### src/scan_cal_lock_pkg.sv
// constants for the sequencer, calibration and write-lock register bank
// Overview of operation
// - delay code 001..111 waits 8..512 modulator clock periods between conversions
// - sequencer settings bits 19..16 are not stored and read zero
// - low sixteen sequencer bits select offset, common-mode, supply, temperature, pairs, channels
// - delay value register is 24 bits, read and write, resets to zero
// - offset correction is 24-bit two's complement, resets to zero
// - gain correction is 24-bit unsigned, resets to 800000 hex
// - reserved word at 0xB resets to 0x900000; host writes only that
// - reserved byte at 0xC resets to 0x50; host writes only that
// - password 0xA5 opens all writes and holds the checksum at zero
// - any other password rejects writes except to the password register
// - while locked the checksum recomputes only while the modulator clock runs
// - password register resets to 0xA5 so the map starts writable
// - when locked a 16-bit CRC over the settings reads in the checksum register
package scan_cal_lock_pkg;
  localparam logic [3:0]  ADDR_SEQ      = 4'h7;
  localparam logic [3:0]  ADDR_DELAY    = 4'h8;
  localparam logic [3:0]  ADDR_OFFSET   = 4'h9;
  localparam logic [3:0]  ADDR_GAIN     = 4'hA;
  localparam logic [3:0]  ADDR_RSVD_B   = 4'hB;
  localparam logic [3:0]  ADDR_RSVD_C   = 4'hC;
  localparam logic [3:0]  ADDR_PASSWORD = 4'hD;
  localparam logic [3:0]  ADDR_CHECKSUM = 4'hF;
  localparam int          WAIT_MSB      = 23;
  localparam int          WAIT_LSB      = 21;
  localparam int          SEQ_RSVD_BIT  = 20;
  localparam logic [23:0] SEQ_STORE_MASK = 24'hF0_FFFF;
  localparam logic [23:0] SEQ_RESET     = 24'h00_0000;
  localparam logic [23:0] DELAY_RESET   = 24'h00_0000;
  localparam logic [23:0] OFFSET_RESET  = 24'h00_0000;
  localparam logic [23:0] GAIN_RESET    = 24'h80_0000;
  localparam logic [23:0] RSVD_B_RESET  = 24'h90_0000;
  localparam logic [7:0]  RSVD_C_RESET  = 8'h50;
  localparam logic [7:0]  UNLOCK_CODE   = 8'hA5;
  localparam logic [15:0] CRC_POLY      = 16'h8005;
  localparam logic [15:0] CRC_ZERO      = 16'h0000;
  localparam int          WAIT_BASE_LOG2 = 2;
  localparam int          CRC_BITS      = 128;
endpackage

### src/scan_cal_lock_regs.sv
// register bank for sequencer settings, calibration codes and write lock
`timescale 1ns/1ps
`default_nettype none
module scan_cal_lock_regs (
  input  wire logic        mclk,
  input  wire logic        rst,
  input  wire logic        modulatorClockTick,
  input  wire logic        regWrite,
  input  wire logic        regRead,
  input  wire logic [3:0]  regAddr,
  input  wire logic [23:0] regWdata,
  input  wire logic        conversionDone,
  output logic [23:0]      regRdata,
  output logic             regRvalid,
  output logic             waitActive,
  output logic [15:0]      channelSelect,
  output logic [23:0]      delayValue,
  output logic [23:0]      offsetCorrectionCode,
  output logic [23:0]      gainCorrectionCode,
  output logic             mapLocked
);
  // ------------------------------------------------------------
  // storage
  // ------------------------------------------------------------
  // register contents
  logic [23:0]  seqSettings_reg;
  logic [23:0]  rsvdB_reg;
  logic [7:0]   rsvdC_reg;
  logic [7:0]   password_reg;
  logic [15:0]  checksum_reg;
  // checksum shift register and bit counter
  logic [15:0]  crcWork_reg;
  logic [6:0]   crcBit_reg;
  // inter-conversion wait counter
  logic [9:0]   waitCount_reg;
  // write gating and per-register write enables
  logic         unlocked;
  logic         writeOk;
  logic         seqWrite;
  logic         delayWrite;
  logic         offsetWrite;
  logic         gainWrite;
  logic         rsvdBWrite;
  logic         rsvdCWrite;
  logic         passwordWrite;
  // read decode
  logic [23:0]  readWord;
  // checksum datapath
  logic [127:0] crcStream;
  logic [15:0]  crcNext;
  logic         crcLastBit;
  logic         feedBit;
  // wait length decode
  logic [2:0]   waitCode;
  logic [3:0]   waitShift;
  logic [9:0]   waitLength;
  logic         waitStart;

  // ------------------------------------------------------------
  // write gating
  // ------------------------------------------------------------
  assign unlocked = (password_reg == scan_cal_lock_pkg::UNLOCK_CODE);
  // the password register stays writable so that a locked map can be reopened
  assign writeOk  = regWrite &&
                    (unlocked || regAddr == scan_cal_lock_pkg::ADDR_PASSWORD);

  // ------------------------------------------------------------
  // write address decode
  // ------------------------------------------------------------
  // one enable per register; unmapped addresses enable nothing
  always_comb begin
    seqWrite      = 1'b0;
    delayWrite    = 1'b0;
    offsetWrite   = 1'b0;
    gainWrite     = 1'b0;
    rsvdBWrite    = 1'b0;
    rsvdCWrite    = 1'b0;
    passwordWrite = 1'b0;
    if (writeOk) begin
      if (regAddr == scan_cal_lock_pkg::ADDR_SEQ) begin
        seqWrite = 1'b1;
      end else if (regAddr == scan_cal_lock_pkg::ADDR_DELAY) begin
        delayWrite = 1'b1;
      end else if (regAddr == scan_cal_lock_pkg::ADDR_OFFSET) begin
        offsetWrite = 1'b1;
      end else if (regAddr == scan_cal_lock_pkg::ADDR_GAIN) begin
        gainWrite = 1'b1;
      end else if (regAddr == scan_cal_lock_pkg::ADDR_RSVD_B) begin
        rsvdBWrite = 1'b1;
      end else if (regAddr == scan_cal_lock_pkg::ADDR_RSVD_C) begin
        rsvdCWrite = 1'b1;
      end else if (regAddr == scan_cal_lock_pkg::ADDR_PASSWORD) begin
        passwordWrite = 1'b1;
      end
    end
  end

  // ------------------------------------------------------------
  // sequencer settings
  // ------------------------------------------------------------
  // bits 19..16 have no storage; bit 20 is kept as the host wrote it
  always_ff @(posedge mclk) begin
    if (rst) begin
      seqSettings_reg <= scan_cal_lock_pkg::SEQ_RESET;
    end else if (seqWrite) begin
      seqSettings_reg <= regWdata & scan_cal_lock_pkg::SEQ_STORE_MASK;
    end
  end

  // ------------------------------------------------------------
  // delay value
  // ------------------------------------------------------------
  always_ff @(posedge mclk) begin
    if (rst) begin
      delayValue <= scan_cal_lock_pkg::DELAY_RESET;
    end else if (delayWrite) begin
      delayValue <= regWdata;
    end
  end

  // ------------------------------------------------------------
  // calibration codes
  // ------------------------------------------------------------
  // offset code is two's complement, stored as written
  always_ff @(posedge mclk) begin
    if (rst) begin
      offsetCorrectionCode <= scan_cal_lock_pkg::OFFSET_RESET;
    end else if (offsetWrite) begin
      offsetCorrectionCode <= regWdata;
    end
  end

  // gain code is unsigned; its reset value stands for unity gain
  always_ff @(posedge mclk) begin
    if (rst) begin
      gainCorrectionCode <= scan_cal_lock_pkg::GAIN_RESET;
    end else if (gainWrite) begin
      gainCorrectionCode <= regWdata;
    end
  end

  // ------------------------------------------------------------
  // reserved words
  // ------------------------------------------------------------
  // stored as written; the host is expected to write back the reset value only
  always_ff @(posedge mclk) begin
    if (rst) begin
      rsvdB_reg <= scan_cal_lock_pkg::RSVD_B_RESET;
    end else if (rsvdBWrite) begin
      rsvdB_reg <= regWdata;
    end
  end

  // only the low byte of the write word is stored
  always_ff @(posedge mclk) begin
    if (rst) begin
      rsvdC_reg <= scan_cal_lock_pkg::RSVD_C_RESET;
    end else if (rsvdCWrite) begin
      rsvdC_reg <= regWdata[7:0];
    end
  end

  // ------------------------------------------------------------
  // write password
  // ------------------------------------------------------------
  // any value is taken; only the unlock code opens the map
  always_ff @(posedge mclk) begin
    if (rst) begin
      password_reg <= scan_cal_lock_pkg::UNLOCK_CODE;
    end else if (passwordWrite) begin
      password_reg <= regWdata[7:0];
    end
  end

  // ------------------------------------------------------------
  // settings outputs
  // ------------------------------------------------------------
  // the channel selection goes out one cycle behind the stored word
  always_ff @(posedge mclk) begin
    if (rst) begin
      channelSelect <= 16'h0000;
    end else begin
      channelSelect <= seqSettings_reg[15:0];
    end
  end

  always_ff @(posedge mclk) begin
    if (rst) begin
      mapLocked <= 1'b0;
    end else begin
      mapLocked <= !unlocked;
    end
  end

  // ------------------------------------------------------------
  // inter-conversion wait
  // ------------------------------------------------------------
  assign waitCode   = seqSettings_reg[scan_cal_lock_pkg::WAIT_MSB:scan_cal_lock_pkg::WAIT_LSB];
  // code n waits 2**(n+2) modulator clock periods, 8 for code 1 up to 512 for code 7
  // the shift amount is four bits wide so that codes 6 and 7 do not wrap
  assign waitShift  = {1'b0, waitCode} + 4'(scan_cal_lock_pkg::WAIT_BASE_LOG2);
  assign waitLength = 10'h001 << waitShift;
  // code 0 asks for no wait at all
  assign waitStart  = conversionDone && (waitCode != 3'b000);

  // a new conversion end restarts the count; the flag falls on the last tick
  always_ff @(posedge mclk) begin
    if (rst) begin
      waitCount_reg <= 10'h000;
      waitActive    <= 1'b0;
    end else if (waitStart) begin
      waitCount_reg <= waitLength;
      waitActive    <= 1'b1;
    end else if (waitActive && modulatorClockTick) begin
      waitCount_reg <= waitCount_reg - 10'h001;
      if (waitCount_reg == 10'h001) begin
        waitActive <= 1'b0;
      end
    end
  end

  // ------------------------------------------------------------
  // configuration checksum, one bit per modulator clock tick
  // ------------------------------------------------------------
  // settings, delay, offset, gain and the two reserved words, msb first
  assign crcStream  = {seqSettings_reg, delayValue, offsetCorrectionCode,
                       gainCorrectionCode, rsvdB_reg, rsvdC_reg};
  assign feedBit    = crcStream[7'(scan_cal_lock_pkg::CRC_BITS - 1) - crcBit_reg] ^
                      crcWork_reg[15];
  assign crcNext    = {crcWork_reg[14:0], 1'b0} ^
                      (feedBit ? scan_cal_lock_pkg::CRC_POLY : 16'h0000);
  assign crcLastBit = (crcBit_reg == 7'(scan_cal_lock_pkg::CRC_BITS - 1));

  // the shift register runs only while the map is locked and the modulator clock ticks
  always_ff @(posedge mclk) begin
    if (rst || unlocked) begin
      crcWork_reg <= scan_cal_lock_pkg::CRC_ZERO;
      crcBit_reg  <= 7'h00;
    end else if (modulatorClockTick) begin
      if (crcLastBit) begin
        crcWork_reg <= scan_cal_lock_pkg::CRC_ZERO;
        crcBit_reg  <= 7'h00;
      end else begin
        crcWork_reg <= crcNext;
        crcBit_reg  <= crcBit_reg + 7'h01;
      end
    end
  end

  // the result is latched after the last bit; an open map reads zero at once
  always_ff @(posedge mclk) begin
    if (rst || unlocked) begin
      checksum_reg <= scan_cal_lock_pkg::CRC_ZERO;
    end else if (modulatorClockTick && crcLastBit) begin
      checksum_reg <= crcNext;
    end
  end

  // ------------------------------------------------------------
  // read decode
  // ------------------------------------------------------------
  // unstored bits and unmapped addresses read as zero
  // eight-bit registers sit in the low byte
  always_comb begin
    readWord = 24'h00_0000;
    if (regAddr == scan_cal_lock_pkg::ADDR_SEQ) begin
      readWord = seqSettings_reg;
    end else if (regAddr == scan_cal_lock_pkg::ADDR_DELAY) begin
      readWord = delayValue;
    end else if (regAddr == scan_cal_lock_pkg::ADDR_OFFSET) begin
      readWord = offsetCorrectionCode;
    end else if (regAddr == scan_cal_lock_pkg::ADDR_GAIN) begin
      readWord = gainCorrectionCode;
    end else if (regAddr == scan_cal_lock_pkg::ADDR_RSVD_B) begin
      readWord = rsvdB_reg;
    end else if (regAddr == scan_cal_lock_pkg::ADDR_RSVD_C) begin
      readWord = {16'h0000, rsvdC_reg};
    end else if (regAddr == scan_cal_lock_pkg::ADDR_PASSWORD) begin
      readWord = {16'h0000, password_reg};
    end else if (regAddr == scan_cal_lock_pkg::ADDR_CHECKSUM) begin
      readWord = {8'h00, checksum_reg};
    end
  end

  // ------------------------------------------------------------
  // read port
  // ------------------------------------------------------------
  // valid pulses for one cycle; read data holds until the next read
  always_ff @(posedge mclk) begin
    if (rst) begin
      regRvalid <= 1'b0;
    end else begin
      regRvalid <= regRead;
    end
  end

  always_ff @(posedge mclk) begin
    if (rst) begin
      regRdata <= 24'h00_0000;
    end else if (regRead) begin
      regRdata <= readWord;
    end
  end
endmodule
`default_nettype wire

### config.mk
export PLATFORM = sky130hd
export DESIGN_NAME = scan_cal_lock_regs
export DESIGN_NICKNAME = d
export VERILOG_FILES = /design/src/scan_cal_lock_pkg.sv /design/src/scan_cal_lock_regs.sv
export SDC_FILE = /design/constraint.sdc
export NUM_CORES = 1
export LEC_CHECK = 0
export BUFFER_PORTS_ARGS = -buffer_cell sky130_fd_sc_hd__buf_2
export CORE_MARGIN = 1
export CORE_UTILIZATION = 45
export CTS_BUF_LIST = sky130_fd_sc_hd__clkbuf_8
export CTS_CLUSTER_SIZE = 16
export DETAILED_ROUTE_END_ITERATION = 16
export PLACE_DENSITY_LB_ADDON = 0.15
export SKIP_LAST_GASP = 1
export SLEW_MARGIN = 0
export SYNTH_ARGS = -nofsm -noshare
export SYNTH_HDL_FRONTEND = slang
export SYNTH_SLANG_ARGS = --single-unit
### constraint.sdc
create_clock -name mclk -period 6.9 [get_ports mclk]
set_input_delay 1.035 -clock mclk [delete_from_list [all_inputs] [get_ports mclk]]
set_output_delay 1.035 -clock mclk [all_outputs]
set_load 0.05 [all_outputs]
# After elaboration in Yosys (flattened, before gate mapping)
# Index checks and enable logic that the tools add are counted.
# totals
inputBits	34
output_inout_bits	115
regBits	224
wordCells	99
# op_classes
n_addsub	4
n_bitwise	2
eq_ne	11
shift	1
n_reduce_logical	11
magnitude_cmp	1
mux	53
# ops
op	n
two-way mux 24 bit	5
two-way mux 16 bit	5
two-way mux 1 bit	39
equality test 4 bit, second input constant	7
two-way mux 10 bit	2
XOR 16 bit	1
equality test 10 x 1 -> 1 bit, second input constant	1
<< shifter 1 x 4 -> 10 bit, first input constant	1
subtractor 10 x 1 -> 10 bit, second input constant	1
equality test 8 bit, second input constant	1
less-than comparator 7 x 8 -> 1 bit, second input constant	1
adder 7 x 1 -> 7 bit, second input constant	1
binary-select mux 1 bit (select 7 bit)	1
equality test 7 bit, second input constant	1
two-way mux 7 bit	1
subtractor 7 bit, first input constant	1
adder 3 x 2 -> 4 bit, second input constant	1
equality test 4 x 3 -> 1 bit, second input constant	1
logical AND 1 bit	4
nonzero test 2 bit	2
nonzero test 3 bit	1
logical OR 1 bit	2
AND reduction 2 bit	1
zero test 1 bit	1
XOR 1 bit	1

# Logic depth before layout (Yosys ltp)
# logic_depth
ltp_word	9
ltp_mapped	11
depth_no_buf	8

# Least setup slack after synthesis
# OpenSTA, ideal clock, no wires.
# synth_path
path_kind	in2reg
from	input regAddr[1]
to	register seqSettings_reg[23]
required_ns	6.768
n_path_buf	3
path_slack_ns	3.968
setup_ns	0.132
arrival_ns	2.799
path_stages	10
path_cell_list	clkbuf_1 > nand2b_1 > nor2_1 > inv_2 > a21boi_1 > clkbuf_1 > nand2_1 > clkbuf_1 > nand2_1 > a21oi_1
# synth_between
elab_chain_cells	4
word_cells_on_any_way	6
cone_classes	eq/ne: 2; mux: 2; reduce/logical: 2
# synth_rtl
item	line_no	text
from (decl)	scan_cal_lock_regs.sv:10	input wire logic [3:0] regAddr,
equality test 4 bit	scan_cal_lock_regs.sv:65	(unlocked || regAddr == scan_cal_lock_pkg::ADDR_PASSWORD);
logical OR 1 bit	scan_cal_lock_regs.sv:65	
logical AND 1 bit	scan_cal_lock_regs.sv:64	assign writeOk = regWrite &&
two-way mux 1 bit *	scan_cal_lock_regs.sv:79	if (writeOk) begin
to (signal assigned)	scan_cal_lock_regs.sv:104	seqSettings_reg <= scan_cal_lock_pkg::SEQ_RESET;
to (signal assigned)	scan_cal_lock_regs.sv:106	seqSettings_reg <= regWdata & scan_cal_lock_pkg::SEQ_STORE_MASK;
to (decl)	scan_cal_lock_regs.sv:26	logic [23:0] seqSettings_reg;
# Every way passes the cells marked *; elsewhere a longest branch is shown, timed or not.
# A chain may end at the register's enable or synchronous reset.

# Worst setup path after layout
# layout_path
from	input regAddr[0]
to	register offsetCorrectionCode[9]
# layout_between
elab_chain_cells	5
word_cells_on_any_way	10
cone_classes	eq/ne: 4; mux: 4; reduce/logical: 2
# layout_rtl
item	line_no	text
equality test 4 bit	scan_cal_lock_regs.sv:84	end else if (regAddr == scan_cal_lock_pkg::ADDR_OFFSET) begin
two-way mux 1 bit	scan_cal_lock_regs.sv:84	
two-way mux 1 bit	scan_cal_lock_regs.sv:82	end else if (regAddr == scan_cal_lock_pkg::ADDR_DELAY) begin
two-way mux 1 bit	scan_cal_lock_regs.sv:80	if (regAddr == scan_cal_lock_pkg::ADDR_SEQ) begin
two-way mux 1 bit *	scan_cal_lock_regs.sv:79	
to (signal assigned)	scan_cal_lock_regs.sv:127	offsetCorrectionCode <= scan_cal_lock_pkg::OFFSET_RESET;
to (signal assigned)	scan_cal_lock_regs.sv:129	offsetCorrectionCode <= regWdata;
to (decl)	scan_cal_lock_regs.sv:18	output logic [23:0] offsetCorrectionCode,
# Marks and branches as above.

==> results.md <==
Min path:
- The path type of the worst min-delay path is flip-flop to flip-flop.

Cells and area:
- Leaving out fill and tap cells, the most frequent cell in the layout is nand2_1.
- The fraction of layout cells with a size suffix above 1 is 18.5%.
- The final net count is 1395.
- The area growth from synthesis to layout is 14.9%.
- 0 antenna diodes ended up in the layout.
- In the layout the commonest cells are nand2_1, dfxtp_1, a21oi_1, buf_2, nor2_1.
- The number of filler cells placed in the layout is 2163.

Route:
- The routed wire length per instance is 19.8 µm.
- Dividing the detail-routed via count by the number of cells gives 5.74.
- After detailed routing, the number of remaining DRC violations is 1.
- The number of violations reported at the end of detailed-routing iteration 0 is 941.
- The detailed router placed 9521 vias in this run.
- The first detailed-routing pass took 13 iterations.
- The overall routed net length is 32.8 mm.
- The number of nets with antenna violations after detailed routing is 0.

Clocking:
- The number of gates given a new drive strength after cts is 0.
- After clock tree synthesis, the clock-pin slew on the worst setup and hold paths is 60 ps.
- The total number of H-tree levels is 2.
- TritonCTS created 40 clock buffers.
- The clock latency of the later-clocked register in the worst-skew pair is 540 ps.
- The clock drives 224 sinks.
- The clock tree from TritonCTS is yes.
- The clock tree buffer depth is 3.
- The cell at the root of the clock tree is clkbuf_8.
- The post-CTS setup buffer count is 0.
- In this run, post-CTS hold repair placed 0 buffers.

Worst setup path:
- The cell family contributing the most delay on the critical path is simple AND/OR/NAND/NOR gates.
- The critical path contains buffers and inverters numbering 2 combined.
- The worst setup path is captured at a flip-flop.
- The classification of the worst setup path is input port to flip-flop.
- At the worst endpoint, the required time is 7270 ps.
- Walking the worst path, the cells encountered are buf_2 -> nand2b_1 -> nor2_1 -> inv_2 -> a21boi_1 -> nand2_1 -> nand2_1 -> a21oi_1.
- The worst stage delay on the critical path is 970 ps.
- The data arrival time of the critical path is 4890 ps.
- The cell with the largest stage delay on the worst path is a21boi_1.
- The critical-path maximum fanout is 32.
- STA classifies the critical path startpoint as an input port.
- The most numerous cell on the critical path is nand2_1.

Power:
- The power per cell area is 234 nW/µm².
- The internal power of the cells totals 2020 µW.
- The part of the power in the clock network is 43.3%.
- The largest voltage drop on the vdd net is 0.000156 V.
- The switching part of the total is 26.4%.
- The switching power of the nets is 724 µW.
- The proportion of power drawn by combinational gates is 8.0%.
- In this run, flip-flops and latches consume 48.7% of the power.
- The leakage power is 0.00437 µW.

STA:
- The count of endpoints failing hold in the final timing report is 0.
- The setup-violating endpoint count in the final report is 0.
- The worst max-slew margin expressed relative to the limit is 19.2%.
- The maximum achievable frequency is 0.221 GHz.
- The final setup TNS is 0 ps.
- The final cycle utilization of the critical path is 65.5%.
- Hold is met by 461 ps.
- For the pin with the worst max-slew slack, the measured transition is 1210 ps.
- The number of pins exceeding their max-slew limit in the final report is 0.
- Setup repair after global routing left no endpoint under its margin.
- The final critical-path required period is 4520 ps.
- The setup skew after layout is 28.3 ps.

Floorplanning:
- The floorplan step defined a core boundary enclosing 22000 µm².
- In this run the vertical extent of the chip is 153 µm.
- The placement row count is 54.
- For this design the top-level I/O count stands at 149.
- The floorplan step set the die width to 153 µm.
- The floorplan step defined a die boundary enclosing 23300 µm².
- The starting density of the core is 46.4%.

Placed design:
- The estimated wirelength of the detail-placed design is 22.6 mm.
- The count of buffers added on input and output ports is 148.
- The congestion estimate from routability-driven global placement came to 0.904.

Logic synthesis:
- In this run, synthesis inferred 0 flip-flops with an integrated enable.
- The netlist area before placement is 10200 µm².
- The async set-reset flop share out of synthesis is 0%.
- The number of warnings reported in the yosys synthesis log is 0.
- The count of cell types in the netlist is 63.
- In this run the mean area of a mapped cell was 8.14 µm².
- Counting every instance in the synthesized netlist gives 1255.
- The most instantiated flip-flop cell in the synthesis netlist is dfxtp_1.
- Synthesis produced a netlist with a net count of 1293.
- The number of synthesized register bits is 224.
- Summing the sequential cell areas from Yosys gives 43.9% of the chip area.

Global route:
- The first global-routing pass estimated 51.6 mm of wire.
- The total overflow reported by the global router is 0.
- The via count of the first global-routing pass is 8789.
- In the global route stage, overall resource usage came out at 28.0%.
- The initial antenna violation count came to 0.
- The largest net degree at the start of global routing is 104.

Status:
- The run finished, with violations left.
- The final reports fail on design-rule violations.

Flow run:
- The max-capacitance violation count is 0.
## worst paths after layout
kind                                                    from                                    to  slack, ps  cells past startpoint
worst max register to register    crcBit_reg[1]$_SDFFE_PP0P_          checksum_reg[2]$_SDFFE_PP0P_       3410                      6
worst min register to register  checksum_reg[6]$_SDFFE_PP0P_          checksum_reg[6]$_SDFFE_PP0P_        460                      2
worst max-delay path                              regAddr[0]  offsetCorrectionCode[9]$_SDFFE_PP0P_       2380                      8
worst min-delay path            checksum_reg[6]$_SDFFE_PP0P_          checksum_reg[6]$_SDFFE_PP0P_        460                      2
## routing by layer
metal | GRT usage, % | part of all wire, % | up-vias
met5 | 0 | 0 | -
li1 | - | - | 4570
met2 | 42.3 | 45 | 370
met3 | 5.09 | 8.3 | 50
met4 | 6.54 | 1.6 | 0
met1 | 41.2 | 45 | 4531
## tightest hold or removal path: cells and delay by family, from the launching register on
family,cells,cell delay (ps)
flops,1,310
simple gates,1,50
compound gates,1,50
## power groups by stage
stage,Clock [µW],Sequential (µW),Combinational (µW)
after floorplan,0,1410,101
after global placement,0,1360,217
after detailed placement,0,1360,218
after CTS,1210,1340,219
after global routing,1260,1340,235
final,1190,1340,220
## final cells by class
type | count | area, µm² | area share [%]
Multi-Input combinational cell | 923 | 5290 | 45.0
Clock inverter | 18 | 104 | 0.885
Tap cell | 280 | 350 | 2.98
Sequential cell | 224 | 4490 | 38.2
Timing Repair Buffer | 159 | 830 | 7.07
Clock buffer | 47 | 647 | 5.51
Inverter | 9 | 33.8 | 0.288
## stage by stage
step                util [%]  cell area (µm²)  setup slack (ps)  total power (µW)  cells
CTS                     53.3            11700              2480              2760   1660
floorplan                  -            10200              3970              1510   1255
global route            53.3            11700              2000              2840   1660
global placement        49.9            11000              2000              1580   1595
detailed placement      49.9            11000              1920              1580   1595
finish                  53.3            11700              2380              2750   1660
## Yosys cell counts, drive strengths merged, types with 2 or more instances
cell    number  area [µm²]
clkbuf      76         285
xnor2        6        52.6
o211ai       2        15.0
nand2b       7        43.8
inv          9        33.8
mux4        28         642
buf         23         139
mux2         6        67.6
ha           4        50.1
nor4bb       2        20.0
and2         7        43.8
a221oi      12         105
nand2      335        1260
a21oi      181         906
a311oi       6        52.6
a221o        2        20.0
a31oi        8        50.1
nor3        11        65.1
mux2i       24         240
dfxtp      224        4480
xor2         5        43.8
or3          3        18.8
a22oi       19         148
nor4         3        18.8
a211o        4        35.0
nand4       14        87.6
nor2b       32         200
nand3       34         170
or4          4        33.8
a22o         2        17.5
a21boi       2        18.8
nand3b       8        60.1
and3         9        56.3
o21ai       36         180
and3b        3        30.0
a211oi      15         113
nor2        71         267
nor3b        5        37.5
nor4b        2        17.5
## kinds of logic after synthesis
| logic type | count (synthesis) | synth area share, % |
|---|---|---|
| xor gates and xnor gates | 11 | 0.943 |
| buffers and inverters | 108 | 4.48 |
| DFF | 224 | 43.9 |
| muxes | 58 | 9.29 |
| adders and majority gates | 4 | 0.490 |
| AOI/OAI and AO/OA | 299 | 17.1 |
| and+or+nand+nor | 551 | 23.8 |
No activity file was read; power rests on OpenSTA's default activity.
